### src/logic/wsr_pkg.sv
// Constants and state type of the warm and software reset sequencer
package wsr_pkg;
   // Clock 40 MHz, one cycle per clock half-period tick
   localparam int CLK_PERIOD_NS = 25;
   localparam int ARM_HALF      = 4;    // Least low time seen by the sequencer
   localparam int CANCEL_HALF   = 12;   // Window for cancel and abort
   localparam int SEQ_HALF      = 1024; // Internal sequence length
   localparam int SAMPLE_HALF   = 8;    // Delay to sampling the filtered input
   localparam int RELEASE_HALF  = 3;    // Transparency release delay
   localparam logic [10:0] ARM_CNT     = 11'(ARM_HALF);
   localparam logic [10:0] CANCEL_CNT  = 11'(CANCEL_HALF);
   localparam logic [10:0] SEQ_CNT     = 11'(SEQ_HALF);
   localparam logic [10:0] SAMPLE_CNT  = 11'(SAMPLE_HALF);
   localparam logic [10:0] RELEASE_CNT = 11'(RELEASE_HALF);
   localparam int SYNC_STAGES = 2;      // Depth of the pin synchronisers
   // Release count seen after the synchronisers, so the total stays 3 to 4
   localparam logic [1:0]  REL_MATCH   = 2'(RELEASE_HALF - SYNC_STAGES);
   localparam logic [10:0] CNT_ONE     = 11'h001;
   localparam logic [10:0] CNT_ZERO    = 11'h000;
   localparam logic [23:0] START_ADDR  = 24'h000000;
   localparam logic [15:0] CFG_RESET   = 16'hFFFF;
   localparam logic [15:0] SW_KEEP     = 16'h1F00; // Bits 12 to 8
   localparam logic [15:0] SW_ONES     = 16'h00FC; // Bits 7 to 2
   localparam int BDIR_BIT = 3;

   typedef enum logic [2:0] {
      WSR_RUN    = 3'b000,
      WSR_ARM    = 3'b001,
      WSR_CANCEL = 3'b010,
      WSR_SEQ    = 3'b011,
      WSR_SAMPLE = 3'b100,
      WSR_EXTEND = 3'b101,
      WSR_ASYNC  = 3'b110
   } wsr_state_t;
endpackage

### src/logic/wsr_sequencer.sv
// Warm hardware and software reset sequencer
// Function
// RQ1: Low reset input with sense pin high starts a synchronous reset.
// RQ2: Outside party holds reset input low at least four half-periods.
// RQ3: On synchronous reset, tristate I/O pins and drive reset output low.
// RQ4: Up to twelve half-periods cancel holds, finish access, abort bus cycle.
// RQ5: Pull reset pin down during reset only if bidirectional enable was set.
// RQ6: Bidirectional enable clears at power-on and at every sequence end.
// RQ7: Within sixteen half-periods, run an internal sequence of exactly 1024.
// RQ8: Eight half-periods after the sequence, sample filtered input: short or long.
// RQ9: Long reset makes configuration port bits 15 to 13 transparent too.
// RQ10: Those bits return opaque 3 to 4 half-periods after filtered input rises.
// RQ11: Bidirectional mode holds reset pin low through sequence, releases at end.
// RQ12: Extend reset until reset input high and, internal boot, flash ready.
// RQ13: On exit latch configuration and park address latch and strobes inactive.
// RQ14: Fetch restarts at address zero in code segment zero.
// RQ15: Weak pull-down on sense pin whenever reset input is low.
// RQ16: Sense pin low during hardware synchronous reset switches to asynchronous.
// RQ17: Asynchronous reset completes even if sense pin rises again.
// RQ18: Software or watchdog reset completes regardless of sense pin.
// RQ19: Filtered reset input qualifies sense pin status during reset.
// RQ20: Software reset instruction starts the sequence any time, as short reset. The code accepts it only in WSR_RUN and ignores it in WSR_ARM.
// RQ21: Software reset latches port bits 12 to 8, sets bits 7 to 2.
// RQ22: Software reset pulls reset pin low only when sense pin high.
module wsr_sequencer
   import wsr_pkg::*;
(
   // Clock and reset
   input  wire logic         clock_i,
   input  wire logic         rst_n_i,
   // Pins, asynchronous
   input  wire logic         reset_in_n_i,
   input  wire logic         filtered_reset_in_i,
   input  wire logic         reset_power_down_pin_i,
   input  wire logic         external_access_sel_i,
   input  wire logic [15:0]  config_port_i,
   // Core side
   input  wire logic         software_reset_instr_i,
   input  wire logic         bidir_reset_set_i,
   input  wire logic         flash_ready_i,
   // Pin drivers
   output logic              reset_in_pd_oe_n_o,
   output logic              reset_out_n_o,
   output logic              rpd_pulldown_o,
   output logic              io_hiz_o,
   output logic              address_latch_enable_o,
   output logic              read_strobe_n_o,
   output logic              write_strobe_n_o,
   // Status
   output logic              bidir_reset_enable_o,
   output logic              cancel_window_o,
   output logic              internal_reset_o,
   output logic              async_reset_o,
   output logic              short_reset_flag_o,
   output logic              long_reset_flag_o,
   output logic [2:0]        cfg_transparent_o,
   output logic [15:0]       sys_config_o,
   output logic [23:0]       fetch_addr_o
);
   import wsr_pkg::*;

   logic [1:0]  rin_sync_reg;
   logic [1:0]  filtered_reset_in_sync_reg;
   logic [1:0]  rpd_sync_reg;
   logic [1:0]  ea_sync_reg;
   logic [15:0] cfg_s1_reg;
   logic [15:0] cfg_s2_reg;
   logic        rin;
   logic        filtered_reset_in;
   logic        reset_power_down_pin;
   logic        ea;
   wsr_state_t  state_reg;
   wsr_state_t  state_next;
   logic [10:0] cnt_reg;
   logic [10:0] cnt_next;
   logic        sw_reg;
   logic        long_reg;
   logic        bdir_reg;
   logic        drive_reg;
   logic [1:0]  rel_cnt_reg;
   logic        in_reset;
   logic [10:0] seq_len_reg;

   // Two-stage synchronisers
   always_ff @(posedge clock_i or negedge rst_n_i)
   begin
      if (!rst_n_i)
      begin
         rin_sync_reg  <= 2'h3;
         filtered_reset_in_sync_reg <= 2'h3;
         rpd_sync_reg  <= 2'h3;
         ea_sync_reg   <= 2'h3;
         cfg_s1_reg    <= CFG_RESET;
         cfg_s2_reg    <= CFG_RESET;
      end
      else
      begin
         rin_sync_reg  <= {rin_sync_reg[0], reset_in_n_i};
         filtered_reset_in_sync_reg <= {filtered_reset_in_sync_reg[0], filtered_reset_in_i};
         rpd_sync_reg  <= {rpd_sync_reg[0], reset_power_down_pin_i};
         ea_sync_reg   <= {ea_sync_reg[0], external_access_sel_i};
         cfg_s1_reg    <= config_port_i;
         cfg_s2_reg    <= cfg_s1_reg;
      end
   end

   assign rin  = rin_sync_reg[1];
   assign filtered_reset_in = filtered_reset_in_sync_reg[1];
   assign reset_power_down_pin  = rpd_sync_reg[1];
   assign ea   = ea_sync_reg[1];
   assign in_reset = (state_reg != WSR_RUN) && (state_reg != WSR_ARM);

   // Sequence control
   always_comb
   begin
      state_next = state_reg;
      cnt_next   = cnt_reg;
      unique case (state_reg)
         WSR_RUN:
         begin
            if (software_reset_instr_i)
            begin
               state_next = WSR_CANCEL;                       // RQ20
               cnt_next   = CANCEL_CNT;
            end
            else if (!rin && reset_power_down_pin)
            begin
               state_next = WSR_ARM;                          // RQ1
               cnt_next   = ARM_CNT - CNT_ONE;
            end
         end
         WSR_ARM:
         begin
            if (rin)
               state_next = WSR_RUN;                          // RQ2
            else if (cnt_reg == CNT_ONE)
            begin
               state_next = WSR_CANCEL;
               cnt_next   = CANCEL_CNT;
            end
            else
               cnt_next = cnt_reg - CNT_ONE;
         end
         WSR_CANCEL:
         begin
            if (cnt_reg == CNT_ONE)
            begin
               state_next = WSR_SEQ;                          // RQ4 RQ7
               cnt_next   = SEQ_CNT;
            end
            else
               cnt_next = cnt_reg - CNT_ONE;
         end
         WSR_SEQ:
         begin
            if (cnt_reg == CNT_ONE)
            begin
               state_next = WSR_SAMPLE;                       // RQ7
               cnt_next   = SAMPLE_CNT;
            end
            else
               cnt_next = cnt_reg - CNT_ONE;
         end
         WSR_SAMPLE:
         begin
            if (cnt_reg == CNT_ONE)
               state_next = WSR_EXTEND;                       // RQ8
            else
               cnt_next = cnt_reg - CNT_ONE;
         end
         WSR_EXTEND:
         begin
            if (rin && (!ea || flash_ready_i))
               state_next = WSR_RUN;                          // RQ12
         end
         WSR_ASYNC:
         begin
            if (rin && (!ea || flash_ready_i))
               state_next = WSR_RUN;                          // RQ17
         end
         default:
            state_next = WSR_RUN;
      endcase
      // Hardware reset escalates while sense pin and filtered input are low
      if (in_reset && !sw_reg && !filtered_reset_in && !reset_power_down_pin && state_reg != WSR_ASYNC)
         state_next = WSR_ASYNC;                              // RQ16 RQ18 RQ19
   end

   always_ff @(posedge clock_i or negedge rst_n_i)
   begin
      if (!rst_n_i)
      begin
         state_reg <= WSR_RUN;
         cnt_reg   <= CNT_ZERO;
      end
      else
      begin
         state_reg <= state_next;
         cnt_reg   <= cnt_next;
      end
   end

   // Reset source
   always_ff @(posedge clock_i or negedge rst_n_i)
   begin
      if (!rst_n_i)
         sw_reg <= 1'b0;
      else if (state_reg == WSR_RUN && state_next == WSR_CANCEL)
         sw_reg <= software_reset_instr_i;
      else if (state_next == WSR_RUN)
         sw_reg <= 1'b0;
   end

   // Bidirectional enable
   always_ff @(posedge clock_i or negedge rst_n_i)
   begin
      if (!rst_n_i)
         bdir_reg <= 1'b0;                                    // RQ6
      else if (in_reset && state_next == WSR_RUN)
         bdir_reg <= 1'b0;                                    // RQ6
      else if (!in_reset && bidir_reset_set_i)
         bdir_reg <= 1'b1;
   end

   // Pin pull-down during sequence
   always_ff @(posedge clock_i or negedge rst_n_i)
   begin
      if (!rst_n_i)
         drive_reg <= 1'b0;
      else if (state_next == WSR_CANCEL && state_reg != WSR_CANCEL)
         drive_reg <= bdir_reg && (!software_reset_instr_i || reset_power_down_pin); // RQ5 RQ22
      else if (state_next != WSR_CANCEL && state_next != WSR_SEQ)
         drive_reg <= 1'b0;                                   // RQ11
      else if (sw_reg && !reset_power_down_pin)
         drive_reg <= 1'b0;                                   // RQ22
   end

   // Short and long flags
   always_ff @(posedge clock_i or negedge rst_n_i)
   begin
      if (!rst_n_i)
      begin
         short_reset_flag_o <= 1'b0;
         long_reset_flag_o  <= 1'b0;
         long_reg           <= 1'b0;
      end
      else
      begin
         if (state_reg == WSR_SAMPLE && cnt_reg == CNT_ONE)
         begin
            short_reset_flag_o <= 1'b1;                       // RQ8
            long_reset_flag_o  <= !filtered_reset_in && !sw_reg;           // RQ8 RQ20
            long_reg           <= !filtered_reset_in && !sw_reg;           // RQ9
         end
         else if (long_reg && filtered_reset_in && rel_cnt_reg == REL_MATCH)
            long_reg <= 1'b0;                                 // RQ10
         else if (state_reg == WSR_CANCEL && state_next == WSR_CANCEL
                  && cnt_reg == CANCEL_CNT)
         begin
            short_reset_flag_o <= 1'b0;
            long_reset_flag_o  <= 1'b0;
         end
      end
   end

   // Transparency release delay
   always_ff @(posedge clock_i or negedge rst_n_i)
   begin
      if (!rst_n_i)
         rel_cnt_reg <= 2'h0;
      else if (long_reg && filtered_reset_in)
         rel_cnt_reg <= rel_cnt_reg + 2'h1;
      else
         rel_cnt_reg <= 2'h0;
   end

   // Configuration latch and fetch address
   always_ff @(posedge clock_i or negedge rst_n_i)
   begin
      if (!rst_n_i)
      begin
         sys_config_o <= CFG_RESET;
         fetch_addr_o <= START_ADDR;
      end
      else if (in_reset && state_next == WSR_RUN)
      begin
         if (sw_reg)
            sys_config_o <= (sys_config_o & ~(SW_KEEP | SW_ONES))
                            | (cfg_s2_reg & SW_KEEP) | SW_ONES; // RQ21
         else
            sys_config_o <= cfg_s2_reg;                       // RQ13
         fetch_addr_o <= START_ADDR;                          // RQ14
      end
   end

   // Output registers
   always_ff @(posedge clock_i or negedge rst_n_i)
   begin
      if (!rst_n_i)
      begin
         reset_out_n_o          <= 1'b1;
         io_hiz_o               <= 1'b0;
         rpd_pulldown_o         <= 1'b0;
         address_latch_enable_o <= 1'b0;
         read_strobe_n_o        <= 1'b1;
         write_strobe_n_o       <= 1'b1;
      end
      else
      begin
         reset_out_n_o          <= !(state_next != WSR_RUN && state_next != WSR_ARM); // RQ3
         io_hiz_o               <= state_next != WSR_RUN && state_next != WSR_ARM;    // RQ3
         rpd_pulldown_o         <= !rin || drive_reg;      // RQ15
         address_latch_enable_o <= 1'b0;                   // RQ13
         read_strobe_n_o        <= 1'b1;                   // RQ13
         write_strobe_n_o       <= 1'b1;                   // RQ13
      end
   end

   assign reset_in_pd_oe_n_o   = !drive_reg;                                // RQ11
   assign bidir_reset_enable_o = bdir_reg;
   assign cancel_window_o      = state_reg == WSR_CANCEL;                   // RQ4
   assign internal_reset_o     = in_reset;
   assign async_reset_o        = state_reg == WSR_ASYNC;
   assign cfg_transparent_o    = {3{long_reg}};                             // RQ9

   // Cycle count inside the internal sequence, for the length check
   always_ff @(posedge clock_i or negedge rst_n_i)
   begin
      if (!rst_n_i)
         seq_len_reg <= CNT_ZERO;
      else if (state_reg == WSR_SEQ)
         seq_len_reg <= seq_len_reg + CNT_ONE;
      else
         seq_len_reg <= CNT_ZERO;
   end
endmodule

### config.mk
export PLATFORM = sky130hd
export DESIGN_NAME = wsr_sequencer
export DESIGN_NICKNAME = d
export VERILOG_FILES = /design/src/logic/wsr_pkg.sv /design/src/logic/wsr_sequencer.sv
export SDC_FILE = /design/constraint.sdc
export NUM_CORES = 1
export LEC_CHECK = 0
export BUFFER_PORTS_ARGS = -buffer_cell sky130_fd_sc_hd__buf_2
export CAP_MARGIN = 25
export CORE_UTILIZATION = 45
export CTS_BUF_LIST = sky130_fd_sc_hd__clkbuf_8 sky130_fd_sc_hd__clkbuf_16
export DETAILED_ROUTE_END_ITERATION = 16
export GPL_TIMING_DRIVEN = 0
export PLACE_DENSITY = 0.68
export SLEW_MARGIN = 20
export SYNTH_ARGS = -nofsm -noshare
export SYNTH_HDL_FRONTEND = slang
export SYNTH_SLANG_ARGS = --single-unit
### constraint.sdc
create_clock -name clock_i -period 2.8 [get_ports clock_i]
set_clock_uncertainty 0.2 [all_clocks]
set_input_delay 0.14 -clock clock_i [delete_from_list [all_inputs] [get_ports clock_i]]
set_output_delay 0.14 -clock clock_i [all_outputs]
set_load 0.01 [all_outputs]
==> flow_metrics.env, run 1 <==
export IMPL_path_clk_slew_ps=90
export IMPL_yosysTopAreaCell="dfstp_2"
export IMPL_rsz0062_at_grt="false"
export IMPL_die_w_um=92.4
export IMPL_cp_end_kind="flip-flop"
export IMPL_routed_via_density=4.76
export IMPL_drt_pass1_iter_count=4
export IMPL_root_buffer="clkbuf_8"
export IMPL_cp_max_fo=7
export IMPL_cts_tree="yes"
export IMPL_powerDensity_mw_per_mm2=1020
export IMPL_path_class="reg -> reg"
export IMPL_vias=2506
export IMPL_p_leak_nw=2.13
export IMPL_area_growth_pct=25.1
export IMPL_whs_ps=17.6
export IMPL_clkSinkCount=81
export IMPL_start_util=0.471
export IMPL_r2r_start="cnt_reg[1]$_DFFE_PN0P_"
export IMPL_drt_wl_total_um=6810
export IMPL_p_int_mw=2.83
export IMPL_design_area_mm2=0.00460
export IMPL_cap_violations=0
export IMPL_max_freq_ghz=0.427
export IMPL_hold_violations=0
export IMPL_max_slew_margin_rel=0.460
export IMPL_syn_area_mm2=0.00368
export IMPL_syn_avg_cell_area_um2=12.0
export IMPL_synth_edf_count=0
export IMPL_pwr_share_comb=0.460
export IMPL_seq_area_frac_synth=0.570
export IMPL_synth_cell_types=61
export IMPL_dp_hpwl_um=4700
export IMPL_crit_path_start_kind="flip-flop"
export IMPL_crit_start="cnt_reg[1]$_DFFE_PN0P_"
export IMPL_antennaDiodeCount=0
export IMPL_synth_top_area_share=0.407
export IMPL_die_area_mm2=0.00854
export IMPL_sequentialPowerShare=0.375
export IMPL_setup_slack_ps=457
export IMPL_clkLatencyLatePin_ps=350
export IMPL_synth_seq_cells=81
export IMPL_crit_required_ps=2850
export IMPL_post_cts_buffers=0
export IMPL_drc=0
export IMPL_place_gp_congestion=0.854
export IMPL_place_ws_ps=467
export IMPL_grt_pass1_wl_um=11800
export IMPL_p_total_mw=4.69
export IMPL_min_period_ps=2340
export IMPL_syn_inst=307
export IMPL_clock_path_buffers=2
export IMPL_clockPowerShare=0.165
export IMPL_slew_violations=0
export IMPL_rows=32
export IMPL_drive_gt1_frac=0.452
export IMPL_p_switching_mw=1.86
export IMPL_portBuffers=53
export IMPL_cp_arrival_ps=2390
export IMPL_overflow=0
export IMPL_reg2reg_slack_ps=460
export IMPL_finalSetupTns_ps=0
export IMPL_ant_nets=0
export IMPL_vdd_ir_drop_worst_uv=469
export IMPL_antenna_found_initial=0
export IMPL_status="completed"
export IMPL_worst_pin_slew_ps=803
export IMPL_cts_buffers=9
export IMPL_synth_area_leaders="dfstp_2, dfrtp_1, buf_4"
export IMPL_pin_count=81
export IMPL_hp_class="in -> async"
export IMPL_drtIter0Drc=154
export IMPL_grt_max_degree=61
export IMPL_core_mm2=0.00781
export IMPL_grtUsageTotal=0.177
export IMPL_synth_ff_type="dfstp_2"
export IMPL_first_global_vias=2470
export IMPL_swShare=0.397
export IMPL_wl_per_cell_um=12.9
export IMPL_synthArstFlopShare=1.00
export IMPL_synth_yosys_warnings=0
export IMPL_finalCritPeriodShare=0.837
export IMPL_htree_levels=3
export IMPL_finalSetupViolations=0
export IMPL_die_height_um=92.4
export IMPL_postPlaceCellArea_mm2=0.00420
export IMPL_fin_nets=449
-- power groups by stage --
stage / clock network [mW] / registers (mW) / logic [mW]
CTS: 0.803 / 1.76 / 2.16
global route: 0.851 / 1.80 / 2.39
global placement: 0 / 1.77 / 2.08
finish: 0.775 / 1.76 / 2.16
floorplan: 0 / 1.82 / 1.51
detailed placement: 0 / 1.77 / 2.13
-- critical path, stage by stage, from the launching register on --
cell and delay, ps:
dfrtp_1 400, inv_1 120, ha_1 220, nor4b_4 360, and3_1 320, o21a_1 310, o21ai_0 130, a21o_1 190
-- routing by layer --
| metal | GRT usage | wire length, µm | vias to the layer above |
|---|---|---|---|
| met5 | 0 | 0 | - |
| met4 | 0.0677 | 102 | 0 |
| met3 | 0.0517 | 350 | 10 |
| met2 | 0.290 | 3320 | 70 |
| met1 | 0.222 | 3030 | 1197 |
| li1 | - | - | 1229 |
-- timing repair --
| action | in CTS | in global routing |
|---|---|---|
| hold endpoints to repair | 57 | 0 |
| gates resized for setup | 0 | 0 |
| setup endpoints to repair | 0 | 0 |
| hold buffers | 23 | 0 |
-- path summary, 6_finish.rpt --
kind | to | cells after the start
max reg2reg | cnt_reg[9]$_DFFE_PN0P_ | 7
min in group clock_i | rpd_sync_reg[1]$_DFF_PN1_ | 0
min reg2reg | rpd_sync_reg[1]$_DFF_PN1_ | 0
max in group asynchronous | cfg_s2_reg[10]$_DFF_PN1_ | 3
max | cnt_reg[9]$_DFFE_PN0P_ | 7
min | cnt_reg[2]$_DFFE_PN0P_ | 2
-- Yosys cell counts (4+ instances only) --
master,instances
o21ai_0,13
dfstp_2,57
o211ai_1,5
buf_6,5
ha_1,4
nand3_1,10
mux2i_1,6
o21a_1,4
nor3_1,5
inv_1,20
nand2b_1,5
mux2_2,8
nand2_1,13
nor2_1,27
dfrtp_1,24
buf_4,31
a21oi_1,5
-- cell usage in the layout (no fill, tap or decap), drive strengths merged, types with 5 or more instances in the layout --
cell	count
nand3	10
o21ai	17
a21oi	6
dlygate4sd3	23
inv	24
nor4b	5
dfrtp	24
nor2	27
dfstp	57
buf	90
clkbuf	10
conb	27
nand2	14
o211ai	5
nor3	7
mux2	11
mux2i	6
nand2b	5
-- through the flow --
stage / utilization / instances
finish: 0.590 / 527
global route: 0.590 / 527
floorplan: - / 332
CTS: 0.590 / 527
detailed placement: 0.538 / 488
global placement: 0.534 / 487
-- layout make-up --
type	instances	area, µm²
buffer	37	293
clock buffer	9	124
clock inverter	7	53.8
fill	642	3200
inverter	21	78.8
multi-input combinational	193	1300
sequential	81	2100
tap	102	128
timing repair buffer	77	526
-- cells by family after synthesis --
kind of cell | after synthesis | synth area share
AND/OR/NAND/NOR | 90 | 0.151
flip-flops | 81 | 0.570
XOR/XNOR | 1 | 0.00238
buffers and inverters | 58 | 0.101
adder cells (fa/ha/maj) | 4 | 0.0136
AO/OA/AOI/OAI | 54 | 0.107
other | 2 | 0.00204
multiplexers | 17 | 0.0530
No activity file was read; power rests on OpenSTA's default activity.
==> run 2: changes to the inputs <==
Clock period 2.8 ns to 2.3 ns, I/O delays scaled along.
==> run 2 against run 1 <==
Compared with the run above:
- cell count is 1.7% higher
- power is 25% higher
- sequential power is 22% higher
- highest routed layer unchanged
- global-route usage is 0.34 points higher
- largest power group unchanged
- register-to-register slack worse by 390 ps
==> flow_metrics.env, run 2 (synthesis results as in run 1) <==
export IMPL_fin_nets=458
export IMPL_rows=32
export IMPL_max_slew_margin_rel=0.453
export IMPL_drt_pass1_iter_count=4
export IMPL_pin_count=81
export IMPL_overflow=0
export IMPL_cp_top_family="flip-flops"
export IMPL_die_area_mm2=0.00854
export IMPL_portBuffers=53
export IMPL_drive_gt1_frac=0.472
export IMPL_hp_class="reg -> reg"
export IMPL_wl_per_cell_um=13.1
export IMPL_powerDensity_mw_per_mm2=1250
export IMPL_fillers=633
export IMPL_critPathMaxStageDelay_ps=610
export IMPL_grt_max_degree=61
export IMPL_slew_violations=0
export IMPL_area_growth_pct=27.7
export IMPL_cp_max_fo=6
export IMPL_path_clk_slew_ps=90
export IMPL_hold_violations=0
export IMPL_setup_slack_ps=64.5
export IMPL_drt_wl_total_um=7010
export IMPL_crit_required_ps=2370
export IMPL_vdd_ir_drop_worst_uv=575
export IMPL_htree_levels=3
export IMPL_cap_violations=0
export IMPL_grt_pass1_wl_um=11900
export IMPL_design_area_mm2=0.00470
export IMPL_die_height_um=92.4
export IMPL_finalSetupViolations=0
export IMPL_cts_buffers=9
export IMPL_grtUsageTotal=0.181
export IMPL_antenna_found_initial=0
export IMPL_core_mm2=0.00781
export IMPL_root_buffer="clkbuf_8"
export IMPL_clkSinkCount=81
export IMPL_layout_commonest_cell="dfstp_2"
export IMPL_dp_hpwl_um=4700
export IMPL_final_util=0.602
export IMPL_regArea_mm2=0.00210
export IMPL_place_gp_congestion=0.854
export IMPL_use_met1=0.226
export IMPL_start_util=0.471
export IMPL_antennaDiodeCount=0
export IMPL_max_freq_ghz=0.447
export IMPL_cp_arrival_ps=2310
export IMPL_routed_via_density=4.74
export IMPL_grt_util_met3=0.0509
export IMPL_finalCritPeriodShare=0.972
export IMPL_crit_chain="inv_1 > a21oi_4 > o211ai_1 > nor3_4 > buf_6 > mux2_4"
export IMPL_die_w_um=92.4
export IMPL_ant_nets=0
export IMPL_cp_end_kind="flip-flop"
export IMPL_p_total_mw=5.87
export IMPL_clkLatencyLatePin_ps=350
export IMPL_drc=0
export IMPL_worst_pin_slew_ps=812
export IMPL_multiInputGateArea_mm2=0.00133
export IMPL_slowest_stage="dfstp_2"
export IMPL_drtIter0Drc=93
export IMPL_mostFrequentLayoutCells="dfstp_2, buf_2, buf_4, conb_1, nor2_1"
export IMPL_p_leak_nw=2.18
export IMPL_grt_busiest_layer="met2"
export IMPL_path_class="reg -> reg"
export IMPL_clock_path_buffers=2
export IMPL_cts_tree="yes"
export IMPL_crit_path_start_kind="flip-flop"
export IMPL_min_period_ps=2240
export IMPL_first_global_vias=2490
export IMPL_grtUsageMet2=0.299
export IMPL_vias=2541
export IMPL_place_ws_ps=-32.7
export IMPL_whs_ps=151
export IMPL_critPathBufInv=2
export IMPL_postPlaceCellArea_mm2=0.00420
export IMPL_status="completed"
==> run 2: changes by cell type in the layout (fill, tap and decap cells not counted), sizes merged <==
cell         delta
clkbuf          +1
buf             +6
dlygate4sd3     +2
==> run 2: worst paths after layout <==
kind                                            from                            to  slack, ps  depth (start not counted)
max in group asynchronous                    rst_n_i      rpd_pulldown_o$_DFF_PN0_        240                          4
min                        rpd_sync_reg[0]$_DFF_PN1_     rpd_sync_reg[1]$_DFF_PN1_        150                          0
max reg2reg                rin_sync_reg[1]$_DFF_PN1_  sys_config_o[10]$_DFFE_PN1P_         60                          6
min reg2reg                rpd_sync_reg[0]$_DFF_PN1_     rpd_sync_reg[1]$_DFF_PN1_        150                          0
min in group asynchronous                    rst_n_i        cnt_reg[1]$_DFFE_PN0P_        510                          3
max                        rin_sync_reg[1]$_DFF_PN1_  sys_config_o[10]$_DFFE_PN1P_         60                          6
==> run 2: repair_timing <==
action | in CTS | in global routing
gates resized for setup | 1 | 8
endpoints found under the setup margin | 11 | 12
pin swaps | 1 | 4
cloned | 0 | 1
hold endpoints to repair | 57 | 0
hold buffers | 25 | 0
buffers inserted | 2 | 4
==> run 2: worst register-to-register path: stages, from the launching register on <==
cell	delay [ps]
dfstp_2	610
inv_1	100
a21oi_4	230
o211ai_1	230
nor3_4	320
buf_6	180
mux2_4	300
==> run 2: area by class of cell <==
class,count,share of cell area
Buffer,37,0.0623
Clock buffer,9,0.0264
Clock inverter,7,0.0115
Inverter,21,0.0168
Multi-Input combinational cell,193,0.282
Sequential cell,81,0.447
Tap cell,102,0.0272
Timing Repair Buffer,86,0.127
==> run 2: report_power, final <==
part	total, mW	internal, mW	switching (mW)	leakage, nW
registers	2.15	1.90	0.243	0.902
logic	2.78	1.26	1.52	1.19
clock network	0.946	0.399	0.547	0.0876
total	5.87	3.56	2.31	2.18
==> run 2: stage by stage <==
step	instances	setup TNS [ps]
floorplan	332	0
global placement	487	0
detailed placement	488	-65.1
CTS	531	0
global route	536	-203
finish	536	0
==> run 2: layer usage <==
| layer | vias to the layer above | part of all wire |
|---|---|---|
| li1 | 1241 | - |
| met1 | 1231 | 0.45 |
| met2 | 62 | 0.49 |
| met3 | 7 | 0.046 |
| met4 | 0 | 0.010 |
| met5 | - | 0 |
